File: src/scs_cfg.svh
// timing counts, code constants and mode encodings for the conversion sequencer
`ifndef SCS_CFG_SVH
`define SCS_CFG_SVH
`define SCS_CLK_MHZ 125
`define SCS_RES_BITS 18
`define SCS_CONV_RATE_SPS 1250000
`define SCS_CONV_BUDGET_CYC ((`SCS_CLK_MHZ * 1000000) / `SCS_CONV_RATE_SPS)
`define SCS_APERTURE_NS 8
`define SCS_APERTURE_CYC ((`SCS_APERTURE_NS * `SCS_CLK_MHZ + 999) / 1000)
`define SCS_ACQ_NS 350
`define SCS_ACQ_CYC ((`SCS_ACQ_NS * `SCS_CLK_MHZ + 999) / 1000)
`define SCS_CODE_MID_SB 18'h20000
`define SCS_CODE_MID_TC 18'h00000
`define SCS_CODE_TOP_SB 18'h3ffff
`define SCS_CODE_TOP_TC 18'h1ffff
`define SCS_CODE_BOT_SB 18'h00000
`define SCS_CODE_BOT_TC 18'h20000
`define SCS_MODE_PAR18 2'h0
`define SCS_MODE_SERIAL 2'h3
`endif

File: src/scs_pkg.sv
// types shared by the conversion sequencer files
`default_nettype none
package scs_pkg;
  typedef enum logic [2:0] {
    SCS_ACQ = 3'h0,
    SCS_READY = 3'h1,
    SCS_HOLD = 3'h3,
    SCS_GND = 3'h2,
    SCS_TRIAL = 3'h6,
    SCS_CODE = 3'h7
  } scs_state_type;
endpackage : scs_pkg
`default_nettype wire

File: src/scs_coder.sv
// output coder: sb/tc selection with saturation, registered result
`timescale 1ns/100ps
`default_nettype none
`include "scs_cfg.svh"
module scs_coder
  import scs_pkg::*;
#(
  parameter int WIDTH = `SCS_RES_BITS
) (
  input wire logic i_mclk,
  input wire logic i_rst_n,
  input wire logic i_ce,
  input wire logic i_load,
  input wire logic [WIDTH-1:0] i_raw,
  input wire logic i_over,
  input wire logic i_under,
  input wire logic i_tc_sel,
  output logic [WIDTH-1:0] o_code
);
  ////////////////////////////////////////////////////////////////
  // saturate then flip msb for twos complement
  always_ff @(posedge i_mclk or negedge i_rst_n) begin
    if (!i_rst_n) begin
      o_code <= '0;
    end else if (i_ce && i_load) begin
      if (i_over) begin
        o_code <= i_tc_sel ? `SCS_CODE_TOP_TC : `SCS_CODE_TOP_SB; // RULE_12
      end else if (i_under) begin
        o_code <= i_tc_sel ? `SCS_CODE_BOT_TC : `SCS_CODE_BOT_SB; // RULE_13
      end else begin
        o_code <= {i_raw[WIDTH-1] ^ i_tc_sel, i_raw[WIDTH-2:0]}; // RULE_11
      end
    end
  end
endmodule : scs_coder
`default_nettype wire

File: src/scs_sequencer.sv
// conversion sequencer: acquisition, sample hold, sar trials and result coding
// Operation
// (RULE_01) in acquisition both arrays connect to the inputs and track the signal
// (RULE_02) conversion starts only after acquisition and on a falling start strobe
// (RULE_03) sample freezes a fixed aperture delay after the falling start edge
// (RULE_04) open sample switches first, then tie arrays to reference ground
// (RULE_05) resolve msb first with binary-weighted trials over all bits
// (RULE_06) after all trials form the code, then drop busy
// (RULE_07) no pipeline delay: each result belongs to the latest sample
// (RULE_08) support 1.25 msps, each conversion giving an 18-bit result
// (RULE_09) coding select picks straight binary or twos complement
// (RULE_10) coding select ignored in 18-bit parallel mode
// (RULE_11) midscale 0x20000 binary, 0x00000 twos; twos is msb inverted
// (RULE_12) overrange saturates at 0x3ffff binary, 0x1ffff twos
// (RULE_13) underrange saturates at 0x00000 binary, 0x20000 twos
// (RULE_14) host selects bus mode: 00 parallel 18-bit, 11 serial
// (RULE_15) host reads after busy falls and never starts while busy
`timescale 1ns/100ps
`default_nettype none
`include "scs_cfg.svh"
module scs_sequencer
  import scs_pkg::*;
#(
  parameter int WIDTH = `SCS_RES_BITS,
  parameter int APERTURE_CYC = `SCS_APERTURE_CYC,
  parameter int ACQ_CYC = `SCS_ACQ_CYC
) (
  input wire logic i_mclk,
  input wire logic i_rst_n,
  input wire logic i_ce,
  input wire logic i_conversion_start_n,
  input wire logic i_output_coding_select,
  input wire logic i_bus_mode_sel_hi,
  input wire logic i_bus_mode_sel_lo,
  input wire logic i_comp_high,
  input wire logic i_over,
  input wire logic i_under,
  output logic o_sample_switch_pos,
  output logic o_sample_switch_neg,
  output logic o_array_to_input,
  output logic o_array_to_reference_ground,
  output logic [WIDTH-1:0] o_dac_bits,
  output logic o_busy,
  output logic [WIDTH-1:0] o_code
);
  ////////////////////////////////////////////////////////////////
  // declarations
  scs_state_type state_q;
  logic start_n_q;
  logic [8:0] cnt_q;
  logic [4:0] bit_q;
  logic [WIDTH-1:0] sar_q;
  logic [WIDTH-1:0] sar_d;
  logic [8:0] busy_cnt_q;
  logic over_q;
  logic under_q;
  logic load_q;
  logic tc_sel;
  logic fall;

  // one-hot weight of the bit under trial
  function automatic logic [WIDTH-1:0] weight(input logic [4:0] idx);
    weight = {{(WIDTH-1){1'b0}}, 1'b1} << idx;
  endfunction : weight

  assign fall = start_n_q && !i_conversion_start_n; // RULE_03
  // 18-bit parallel mode forces straight binary
  assign tc_sel = !i_output_coding_select &&
                  ({i_bus_mode_sel_hi, i_bus_mode_sel_lo} != `SCS_MODE_PAR18); // RULE_09 RULE_10

  ////////////////////////////////////////////////////////////////
  // strobe edge history
  always_ff @(posedge i_mclk or negedge i_rst_n) begin
    if (!i_rst_n) begin
      start_n_q <= 1'b1;
    end else if (i_ce) begin
      start_n_q <= i_conversion_start_n;
    end
  end

  ////////////////////////////////////////////////////////////////
  // phase sequencing; whole conversion is a fixed cycle count, no latency
  always_ff @(posedge i_mclk or negedge i_rst_n) begin
    if (!i_rst_n) begin
      state_q <= SCS_ACQ;
      cnt_q <= '0;
      bit_q <= '0;
    end else if (i_ce) begin
      case (state_q)
        SCS_ACQ: begin
          cnt_q <= cnt_q + 9'h001;
          if (cnt_q >= 9'(ACQ_CYC - 1)) begin
            state_q <= SCS_READY;
          end
        end
        SCS_READY: begin
          // an edge during acquisition is not honoured
          if (fall) begin // RULE_02
            state_q <= SCS_HOLD;
            cnt_q <= '0;
          end
        end
        SCS_HOLD: begin
          cnt_q <= cnt_q + 9'h001;
          if (cnt_q >= 9'(APERTURE_CYC - 1)) begin // RULE_03
            state_q <= SCS_GND;
          end
        end
        SCS_GND: begin
          state_q <= SCS_TRIAL; // RULE_04
          bit_q <= 5'(WIDTH - 1);
        end
        SCS_TRIAL: begin
          if (bit_q == 5'h00) begin
            state_q <= SCS_CODE; // RULE_06
          end else begin
            bit_q <= bit_q - 5'h01; // RULE_05
          end
        end
        SCS_CODE: begin
          state_q <= SCS_ACQ;
          cnt_q <= '0;
        end
        default: begin
          state_q <= SCS_ACQ;
          cnt_q <= '0;
        end
      endcase
    end
  end

  ////////////////////////////////////////////////////////////////
  // next sar word: set trial bit, keep it if comparator says input above dac
  always_comb begin
    sar_d = sar_q;
    if (state_q == SCS_GND) begin
      sar_d = weight(5'(WIDTH - 1)); // RULE_05
    end else if (state_q == SCS_TRIAL) begin
      if (!i_comp_high) begin
        sar_d = (sar_q & ~weight(bit_q)) | ((bit_q != 5'h00) ? weight(bit_q - 5'h01) : '0); // RULE_05
      end else if (bit_q != 5'h00) begin
        sar_d = sar_q | weight(bit_q - 5'h01);
      end
    end
  end

  // sar and dac word load the same next value; a dac copied from sar would judge a stale word
  always_ff @(posedge i_mclk or negedge i_rst_n) begin
    if (!i_rst_n) begin
      sar_q <= '0;
      o_dac_bits <= '0;
    end else if (i_ce) begin
      sar_q <= sar_d;
      o_dac_bits <= sar_d; // RULE_05
    end
  end

  ////////////////////////////////////////////////////////////////
  // range flags captured with the sample
  always_ff @(posedge i_mclk or negedge i_rst_n) begin
    if (!i_rst_n) begin
      over_q <= 1'b0;
      under_q <= 1'b0;
    end else if (i_ce && state_q == SCS_READY && fall) begin
      over_q <= i_over;
      under_q <= i_under;
    end
  end

  ////////////////////////////////////////////////////////////////
  // switch controls and busy, all registered
  always_ff @(posedge i_mclk or negedge i_rst_n) begin
    if (!i_rst_n) begin
      o_sample_switch_pos <= 1'b1;
      o_sample_switch_neg <= 1'b1;
      o_array_to_input <= 1'b1;
      o_array_to_reference_ground <= 1'b0;
      o_busy <= 1'b0;
      load_q <= 1'b0;
    end else if (i_ce) begin
      load_q <= (state_q == SCS_TRIAL) && (bit_q == 5'h00);
      if (state_q == SCS_READY && fall) begin
        o_busy <= 1'b1;
      end else if (load_q) begin
        o_busy <= 1'b0; // RULE_06
      end
      if (state_q == SCS_HOLD && cnt_q >= 9'(APERTURE_CYC - 1)) begin
        o_sample_switch_pos <= 1'b0; // RULE_04
        o_sample_switch_neg <= 1'b0;
      end else if (state_q == SCS_GND) begin
        o_array_to_input <= 1'b0; // RULE_04
        o_array_to_reference_ground <= 1'b1;
      end else if (state_q == SCS_CODE) begin
        o_sample_switch_pos <= 1'b1; // RULE_01
        o_sample_switch_neg <= 1'b1;
        o_array_to_input <= 1'b1;
        o_array_to_reference_ground <= 1'b0;
      end
    end
  end

  ////////////////////////////////////////////////////////////////
  // coder loads final sar word in the cycle after the last trial
  scs_coder #(.WIDTH(WIDTH)) u_coder (
    .i_mclk(i_mclk),
    .i_rst_n(i_rst_n),
    .i_ce(i_ce),
    .i_load(load_q), // RULE_07
    .i_raw(sar_q),
    .i_over(over_q),
    .i_under(under_q),
    .i_tc_sel(tc_sel),
    .o_code(o_code)
  );

  ////////////////////////////////////////////////////////////////
  // busy length counter for the length check; a long repetition would be costly to unroll
  always_ff @(posedge i_mclk or negedge i_rst_n) begin
    if (!i_rst_n) begin
      busy_cnt_q <= '0;
    end else if (i_ce) begin
      busy_cnt_q <= o_busy ? busy_cnt_q + 9'h001 : 9'h000;
    end
  end

  ////////////////////////////////////////////////////////////////
  // assertions
  property p_no_early_start;
    @(posedge i_mclk) disable iff (!i_rst_n)
    (i_ce && fall && state_q == SCS_ACQ) |=> !o_busy || $past(o_busy);
  endproperty
  a_no_early_start: assert property (p_no_early_start) else $error("busy rose during acquisition"); // RULE_02

  property p_busy_on_edge;
    @(posedge i_mclk) disable iff (!i_rst_n)
    (i_ce && fall && state_q == SCS_READY) |=> o_busy;
  endproperty
  a_busy_on_edge: assert property (p_busy_on_edge) else $error("busy not raised at start"); // RULE_02

  property p_hold_order;
    @(posedge i_mclk) disable iff (!i_rst_n)
    $rose(o_array_to_reference_ground) |-> !o_sample_switch_pos && !$past(o_sample_switch_pos);
  endproperty
  a_hold_order: assert property (p_hold_order) else $error("arrays grounded before switches opened"); // RULE_04

  property p_track;
    @(posedge i_mclk) disable iff (!i_rst_n)
    !o_busy |-> o_array_to_input && !o_array_to_reference_ground;
  endproperty
  a_track: assert property (p_track) else $error("arrays not tracking while idle"); // RULE_01

  property p_conv_len;
    @(posedge i_mclk) disable iff (!i_rst_n || !i_ce)
    $fell(o_busy) |-> (busy_cnt_q == 9'(APERTURE_CYC + WIDTH + 2)) &&
                      ((busy_cnt_q + 9'(ACQ_CYC + 1)) <= 9'(`SCS_CONV_BUDGET_CYC));
  endproperty
  a_conv_len: assert property (p_conv_len) else $error("conversion length wrong"); // RULE_08

  property p_code_before_busy;
    @(posedge i_mclk) disable iff (!i_rst_n)
    $fell(o_busy) |-> $past(load_q);
  endproperty
  a_code_before_busy: assert property (p_code_before_busy) else $error("busy fell without new code"); // RULE_06

  property p_over;
    @(posedge i_mclk) disable iff (!i_rst_n)
    ($fell(o_busy) && over_q) |-> (o_code == (tc_sel ? `SCS_CODE_TOP_TC : `SCS_CODE_TOP_SB));
  endproperty
  a_over: assert property (p_over) else $error("overrange not saturated"); // RULE_12

  property p_under;
    @(posedge i_mclk) disable iff (!i_rst_n)
    ($fell(o_busy) && under_q && !over_q) |-> (o_code == (tc_sel ? `SCS_CODE_BOT_TC : `SCS_CODE_BOT_SB));
  endproperty
  a_under: assert property (p_under) else $error("underrange not saturated"); // RULE_13

  property p_par_sb;
    @(posedge i_mclk) disable iff (!i_rst_n)
    ({i_bus_mode_sel_hi, i_bus_mode_sel_lo} == `SCS_MODE_PAR18) |-> !tc_sel;
  endproperty
  a_par_sb: assert property (p_par_sb) else $error("coding select active in parallel mode"); // RULE_10

  c_conv: cover property (@(posedge i_mclk) $fell(o_busy));
  c_over: cover property (@(posedge i_mclk) $fell(o_busy) && over_q);
  c_tc: cover property (@(posedge i_mclk) $fell(o_busy) && tc_sel);
endmodule : scs_sequencer
`default_nettype wire

File: config.mk
export PLATFORM = sky130hd
export DESIGN_NAME = scs_sequencer
export DESIGN_NICKNAME = d
export VERILOG_FILES = /design/src/scs_pkg.sv /design/src/scs_coder.sv /design/src/scs_sequencer.sv
export VERILOG_INCLUDE_DIRS = /design/src
export SDC_FILE = /design/constraint.sdc
export NUM_CORES = 1
export LEC_CHECK = 0
export ABC_AREA = 1
export CAP_MARGIN = 20
export CORE_MARGIN = 3
export CORE_UTILIZATION = 48
export CTS_CLUSTER_DIAMETER = 100
export CTS_CLUSTER_SIZE = 25
export DETAILED_ROUTE_END_ITERATION = 16
export DONT_BUFFER_PORTS = 1
export GPL_ROUTABILITY_DRIVEN = 1
export SYNTH_ARGS = -nofsm -noshare
export SYNTH_HDL_FRONTEND = slang
export SYNTH_SLANG_ARGS = --single-unit
File: constraint.sdc
create_clock -name i_mclk -period 3.45 [get_ports i_mclk]
set_input_delay 0.5175 -clock i_mclk [delete_from_list [all_inputs] [get_ports i_mclk]]
set_output_delay 0.5175 -clock i_mclk [all_outputs]
set_load 0.005 [all_outputs]
==> results of run 1 <==
what timing repair did:
| action | in CTS | in global routing |
|---|---|---|
| hold endpoints to repair | 58 | 0 |
| hold buffers | 1 | 0 |
| gates resized for setup | 0 | 0 |
critical path, stage by stage, from the launching register on:
cell and delay [ps]:
dfrtp_1 740, nand2_1 210, nor2_1 550, buf_6 230, a21oi_1 70
per-stage QoR:
stage                util  hold slack [ps]  area [um^2]  cells
finish              0.545             26.8         3560    485
global route        0.545             7.14         3560    485
CTS                 0.543             11.1         3550    484
detailed placement  0.508              223         3320    467
global placement    0.508              223         3320    467
floorplan               -              222         3310    402
power by group:
group	switching, mW	internal (mW)	leakage (nW)
sequential	0.331	0.999	0.781
clock	0.278	0.404	0.107
combinational	0.798	0.379	0.768
total	1.41	1.78	1.66
area by class of cell:
type	instances	share of cell area
Multi-Input combinational cell	291	0.433
Sequential cell	61	0.430
Inverter	38	0.0415
Clock buffer	11	0.0369
Tap cell	77	0.0271
Clock inverter	5	0.0211
Timing Repair Buffer	2	0.0109
flip-flops by register name, summed over array words and instances, names as in the netlist:
signal	flops
bit_q	5
cnt_q	9
load_q	1
o_array_to_input	1
o_array_to_reference_ground	1
o_busy	1
o_sample_switch_neg	1
over_q	1
sar_q	18
start_n_q	1
state_q	3
u_coder.o_code	18
under_q	1
cell usage in the layout (no fill, tap or decap), drive strengths merged:
master / count
nor4: 1
nand4: 15
dfstp: 3
inv: 36
nand3b: 1
clkbuf: 11
a21oi: 38
buf: 2
nand2: 111
clkinv: 5
o31ai: 1
ha: 6
nand3: 17
dfrtp: 58
o21ai: 48
nor3: 2
o22ai: 3
bufinv: 2
nor3b: 1
xor2: 6
nor2: 41
cells in the mapped netlist (6+ instances only):
library cell    n
nand3_1        15
o21ai_1        12
nand2_1       101
inv_1          30
dfrtp_1        58
o21ai_0        30
ha_1            6
a21oi_1        38
nor2_1         33
nand4_1        15
xor2_1          6
metal layers:
metal / vias to the layer above / share of wire / GRT usage
met2: 66 / 0.42 / 0.288
met5: - / 0 / 0
li1: 1334 / - / -
met3: 10 / 0.057 / 0.0424
met1: 1229 / 0.51 / 0.322
met4: 0 / 0.013 / 0.0690
logic make-up after synthesis:
| logic type | count (synthesis) | share of synthesized area |
|---|---|---|
| AO/OA/AOI/OAI | 90 | 0.149 |
| AND/OR/NAND/NOR | 189 | 0.279 |
| adder cells (fa/ha/maj) | 6 | 0.0227 |
| XOR/XNOR | 6 | 0.0159 |
| flip-flops | 61 | 0.462 |
| buffers and inverters | 50 | 0.0718 |
path summary, 6_finish.rpt:
| path | slack [ps] | cells after the start | to |
|---|---|---|---|
| worst max register to register | 1530 | 4 | u_coder.o_code[6]$_DFFE_PN0P_ |
| min in group i_mclk | 300 | 2 | over_q$_DFFE_PN0P_ |
| max in group asynchronous | 3160 | 1 | o_array_to_reference_ground$_DFFE_PN0P_ |
| worst min-delay path | 30 | 0 | start_n_q$_DFFE_PN1P_ |
| worst min register to register | 480 | 2 | o_array_to_input$_DFFE_PN1P_ |
| worst max-delay path | 1530 | 4 | u_coder.o_code[6]$_DFFE_PN0P_ |
==> impl_results.md, run 1 <==
* Status: finished, final reports clean
* Primary FF master, synth: dfrtp_1
* Mapped Area at 3310 um^2
* Area of the multi-input gates at between 1500 and 2000 um^2
* Core ar. at 6530 um^2
* Worst setup margin at ~1500 ps
* # rows at 29
* Synth cell types at 33
* Post-DP HPWL at 5.28 mm
* Syn Area/Cell at roughly 8 um^2
* GPL Wtd Cong at 0.799
* Worst EP required at between 3000 and 4000 ps
* Syn Nets at 418
* Critical Path AT at 2140 ps
* HP Class: in2async
* Worst-path fanout max at 19
* Avg Vias per Cell at about 5.4
* Drt first pass iters at 4
* Setup TNS at 0 ps
* Die Height at 89.0 um
* Fin crit period at 1920 ps
* Root Driver: clkbuf_8
* Largest area contributor in the netlist: dfrtp_1
* Total Power at between 3 and 4 mW
* Vias in the first global route at about 2,400
* Worst-Margin Slew at 654 ps
* Fin. Hold Viols at 0
* Post-CTS Setup Bufs at 0
* Post-Syn Instances at between 400 and 500
* Initial DRC Count at 158
* Async SR Flop Fraction at 1.00
* Number of synthesized flops with an enable pin at 0
* Fmax at roughly 0.52 GHz
* Worst setup path start: load_q$_DFFE_PN0P_
* DR vias at 2,639
* Setup crit start kind: register
* Antenna Cells at 0
* Post-place setup slack at approximately 1300 ps
* ANT nets after route at 0
* Final nets at about 420
* I/O pins at between 50 and 60
* First-pass GRT wire length at 12.5 mm
* Register area share after synthesis at 0.462
* Die X at about 90 um
* Antenna violations before repair at 0
* Worst skew pair latency at 330 ps
* Routed wire length at roughly 7.6 mm
* Largest net degree at the start of global routing at 59
* Synthesis-to-finish area growth at 7.60%
* RSZ-0062 raised after global routing: false
* GRT overflow at 0
* Yosys top cell area share at 0.439
* Yosys warnings at 0
* Setup CP Type: reg2reg
* Power density over the cells at between 800 and 900 nW/um^2
* Initial Utilization at 0.507
* Remaining DRCs at 0
* CTS sink cnt at 61
* Total track usage at 0.208
* Synth area leaders: dfrtp_1, nand2_1, a21oi_1
* Final setup fails at 0
* Final max-slew violation count at 0
* CTS tree: built
* Cts bufs inserted at 9
* Max VDD drop at 434 uV
* DR WL/cell at between 15 and 20 um
* Final Cycle Share at 0.558
* Filler Cell Count at ~620
* Register area at approximately 1500 um^2
* Seq cells post-synth at between 60 and 70
* Maxcap violations at 0
* Port buffer count at 0
* Share of cells above drive strength 1 at 0.130
* Worst r2r src: load_q$_DFFE_PN0P_
* Longest Clk Path Bufs at 2
* LEAKAGE at roughly 1.7 nW
* Crit end category: register
* Relative slew slack at 0.563
* Worst-path clk slew at around 70 ps
* CTS H-tree lvls at 3
* Die area at 7930 um^2
* Clock skew at around 8.4 ps
No activity file was read; power rests on OpenSTA's default activity.
==> run 2: changes to the inputs <==
--- a/config.mk
+++ b/config.mk
@@ -6,7 +6,7 @@
 export SDC_FILE = /design/constraint.sdc
 export NUM_CORES = 1
 export LEC_CHECK = 0
-export ABC_AREA = 1
+export ABC_AREA = 0
 export CAP_MARGIN = 20
 export CORE_MARGIN = 3
 export CORE_UTILIZATION = 48
==> constraint.sdc (replaced) <==
create_clock -name i_mclk -period 1.8 [get_ports i_mclk]
set_input_delay 0.27 -clock i_mclk [delete_from_list [all_inputs] [get_ports i_mclk]]
set_output_delay 0.27 -clock i_mclk [all_outputs]
set_load 0.005 [all_outputs]
==> run 2 against run 1 <==
  * Hold slack better by 6.5 ps
  * Largest power group is now combinational cells
  * Combinational power increased by 120%
  * Non-clock buffer count is 31 higher
  * Via count is 1.3% higher
  * Clock skew about the same
  * Largest cell class is now sequential cells
  * Synthesized cell count fell by 16%
  * Synthesized area shrank 5.3%
==> impl_results.md, run 2 <==
* Worst setup margin at 62.2 ps (-1460 ps)
* Status: finished, final reports clean
* Synthesis-to-finish area growth at 17.2%
* First-pass GRT wire length at 12.9 mm (+3.5%)
* DR vias at 2,672 (+1.3%)
* Initial DRC Count at 201 (+27%)
* Antenna violations before repair at 0 (unchanged)
* Setup TNS at 0 ps (unchanged)
* CP delay by family, top: compound AO/OA/AOI/OAI gates
* Core ar. at 6130 um^2 (-6.1%)
* Max VDD drop at 812 uV (+87%)
* Count leader, synth: dfrtp_1
* Relative slew slack at 0.611 (+0.0488)
* HP Class: in2reg
* Top post-synthesis cells by count: dfrtp_1, o21ai_0, nand2_1
* Most common cell after layout, fill and taps aside: dfrtp_1
* Biggest regs: sar_q x18, u_coder.o_code x18, cnt_q x9
* GPL Wtd Cong at 0.880 (+10%)
* Routed wire length at 7.86 mm (+2.9%)
* Fmax at 0.575 GHz (+11%)
* Root Driver: clkbuf_8
* Post-DP HPWL at 5.41 mm (+2.5%)
* WP buf/inv at 1 (unchanged)
* Most frequent cells in the layout: dfrtp_1, o21ai_0, nand2_1
* Area of the multi-input gates at 1490 um^2 (-3.5%)
* Seq cells post-synth at 61 (unchanged)
* # rows at 28 (-3.4%)
* Worst-path clk slew at 70 ps (about the same)
* Post-synthesis mux area share at 0.0144 (+0.0144)
* Crit end category: register
* Longest Clk Path Bufs at 2 (unchanged)
* Mapped Area at 3130 um^2 (-5.3%)
* Final core occ at 0.599 (+0.0538)
* Power density over the cells at 1700 nW/um^2 (+90%)
* Number of synthesized flops with an enable pin at 0 (unchanged)
* RSZ-0062 raised after global routing: true
* Post-synthesis xor/xnor area fraction at 0.0112 (-0.00470)
* CTS sink cnt at 61 (unchanged)
* Avg Vias per Cell at 6.10 (+12%)
* Post-place setup slack at 70.7 ps (-1220 ps)
* Fin crit period at 1740 ps (-187 ps)
* ANT nets after route at 0 (unchanged)
* Yosys warnings at 0 (unchanged)
* CP cell instances: inv_1, ha_1, a311oi_4, nand3_4, o31ai_1
* Initial Utilization at 0.511 (+0.00432)
* Post-Syn Instances at 336 (-16%)
* Primary FF master, synth: dfrtp_1
* CTS tree: built
* Main combinational cell family by area after synthesis: compound AO/OA/AOI/OAI gates
* Port buffer count at 0 (unchanged)
* Worst path slowest cell: a311oi_4
* Worst-Margin Slew at 583 ps (-70.8 ps)
* Post-synthesis adder-cell area fraction at 0.0240 (+0.00128)
* Setup CP Type: reg2reg
* Die area at 7530 um^2 (-5.0%)
* Worst-path fanout max at 9 (-10)
* Compound-Gate Fraction of Synth Area at 0.274 (+0.125)
* Remaining DRCs at 0 (unchanged)
* Final nets at 374 (-11%)
* LEAKAGE at 1.56 nW (-5.6%)
* Synth cell types at 52 (+58%)
* Largest area contributor in the netlist: dfrtp_1
* Largest net degree at the start of global routing at 62 (+5.1%)
* CP peak stage delay at 420 ps (-320 ps)
* Die Height at 86.8 um (-2.5%)
* Fin. Hold Viols at 0 (unchanged)
* Total track usage at 0.221 (+0.0129)
* Final max-slew violation count at 0 (unchanged)
* GRT overflow at 0 (unchanged)
* Worst skew pair latency at 340 ps (about the same)
* I/O pins at 51 (unchanged)
* Drt first pass iters at 5 (+1)
* Synth area leaders: dfrtp_1, o21ai_0, o31ai_1
* Worst EP required at 2050 ps (-1610 ps)
* Min Hold Slack at 33.2 ps (+6.46 ps)
* DR WL/cell at 17.9 um (+14%)
* Syn Area/Cell at 9.32 um^2 (+13%)
* Maxcap violations at 0 (unchanged)
* Cts bufs inserted at 9 (unchanged)
* Synth Area in Simple Gates at 0.137 (-0.141)
* Filler Cell Count at 539 (-13%)
* Die X at 86.8 um (-2.5%)
* Clock skew at 8.53 ps (+0.142 ps)
* Total Power at 6.24 mW (+96%)
* Antenna Cells at 0 (unchanged)
* Vias in the first global route at 2,560 (+7.4%)
* Async SR Flop Fraction at 1.00 (unchanged)
* Yosys top cell area share at 0.463 (+0.0247)
* Final setup fails at 0 (unchanged)
* Register area share after synthesis at 0.488 (+0.0260)
* Syn Nets at 352 (-16%)
* CTS H-tree lvls at 3 (unchanged)
* Setup crit start kind: register
* Register area at 1530 um^2 (about the same)
* Share of cells above drive strength 1 at 0.193 (+0.0629)
* Critical Path AT at 1990 ps (-150 ps)
* Final Cycle Share at 0.965 (+0.408)
## run 2: cell count changes after synthesis, moves of 7 or more
cell	change
a21oi_1	-11
a31oi_1	+16
clkbuf_1	+10
inv_1	-14
nand2_1	-68
nand3_1	-7
nand4_1	-14
nor2_1	-25
nor3_1	+7
o21ai_0	+23
o21ai_1	-12
o31ai_1	+21
## run 2: where the power goes
group          internal, mW  switching [mW]
logic                  1.09            1.53
registers              1.79           0.434
clock network         0.851           0.541
total                  3.74            2.51
## run 2: final timing paths
| kind | end | from | depth (start not counted) | slack, ps |
|---|---|---|---|---|
| worst min-delay path | state_q[2]$_DFFE_PN0P_ | i_ce | 1 | 30 |
| min in group asynchronous | u_coder.o_code[0]$_DFFE_PN0P_ | i_rst_n | 2 | 480 |
| max in group asynchronous | o_array_to_input$_DFFE_PN1P_ | i_rst_n | 2 | 1020 |
| worst min register to register | o_array_to_input$_DFFE_PN1P_ | o_array_to_input$_DFFE_PN1P_ | 2 | 500 |
| worst max register to register | sar_q[12]$_DFFE_PN0P_ | bit_q[0]$_DFFE_PN0P_ | 5 | 60 |
| worst max-delay path | sar_q[12]$_DFFE_PN0P_ | bit_q[0]$_DFFE_PN0P_ | 5 | 60 |
## run 2: timing repair
item,in CTS,in global routing
hold buffers,2,0
endpoints found under the setup margin,0,18
endpoints found under the hold margin,61,0
buffers inserted,0,1
gates resized for setup,0,12
## run 2: logic make-up (layout without fill, tap and decap cells)
| kind of cell | count (synthesis) | in the layout |
|---|---|---|
| compound gates | 139 | 139 |
| xor+xnor | 4 | 4 |
| fa+ha+maj | 6 | 6 |
| buf+inv | 39 | 66 |
| flops | 61 | 61 |
| mux | 4 | 4 |
| simple gates | 83 | 83 |
## run 2: layout make-up
| cell class | count | area share |
|---|---|---|
| repair buffers | 33 | 0.0736 |
| clock buffers | 12 | 0.0422 |
| multi-input cells | 236 | 0.405 |
| flip-flops and latches | 61 | 0.417 |
| well taps | 75 | 0.0256 |
| inverters | 17 | 0.0174 |
| clock inverters | 4 | 0.0191 |
## run 2: stage by stage
stage                     instances  cell area [um^2]
after floorplan                 336              3130
after global placement          419              3360
after detailed placement        419              3360
after CTS                       437              3620
after global routing            438              3670
final                           438              3670
## run 2: routing by layer
| metal | up-vias | global-route usage | share of wire |
|---|---|---|---|
| met5 | - | 0 | 0 |
| met4 | 0 | 0.0864 | 0.021 |
| met3 | 19 | 0.0713 | 0.071 |
| met2 | 111 | 0.308 | 0.44 |
| met1 | 1256 | 0.317 | 0.47 |
| li1 | 1286 | - | - |
## run 2: worst reg2reg max path, cell delays in order, from the launching register on
cell and delay (ps):
dfrtp_1 350, inv_1 90, ha_1 280, a311oi_4 420, nand3_4 230, o31ai_1 290
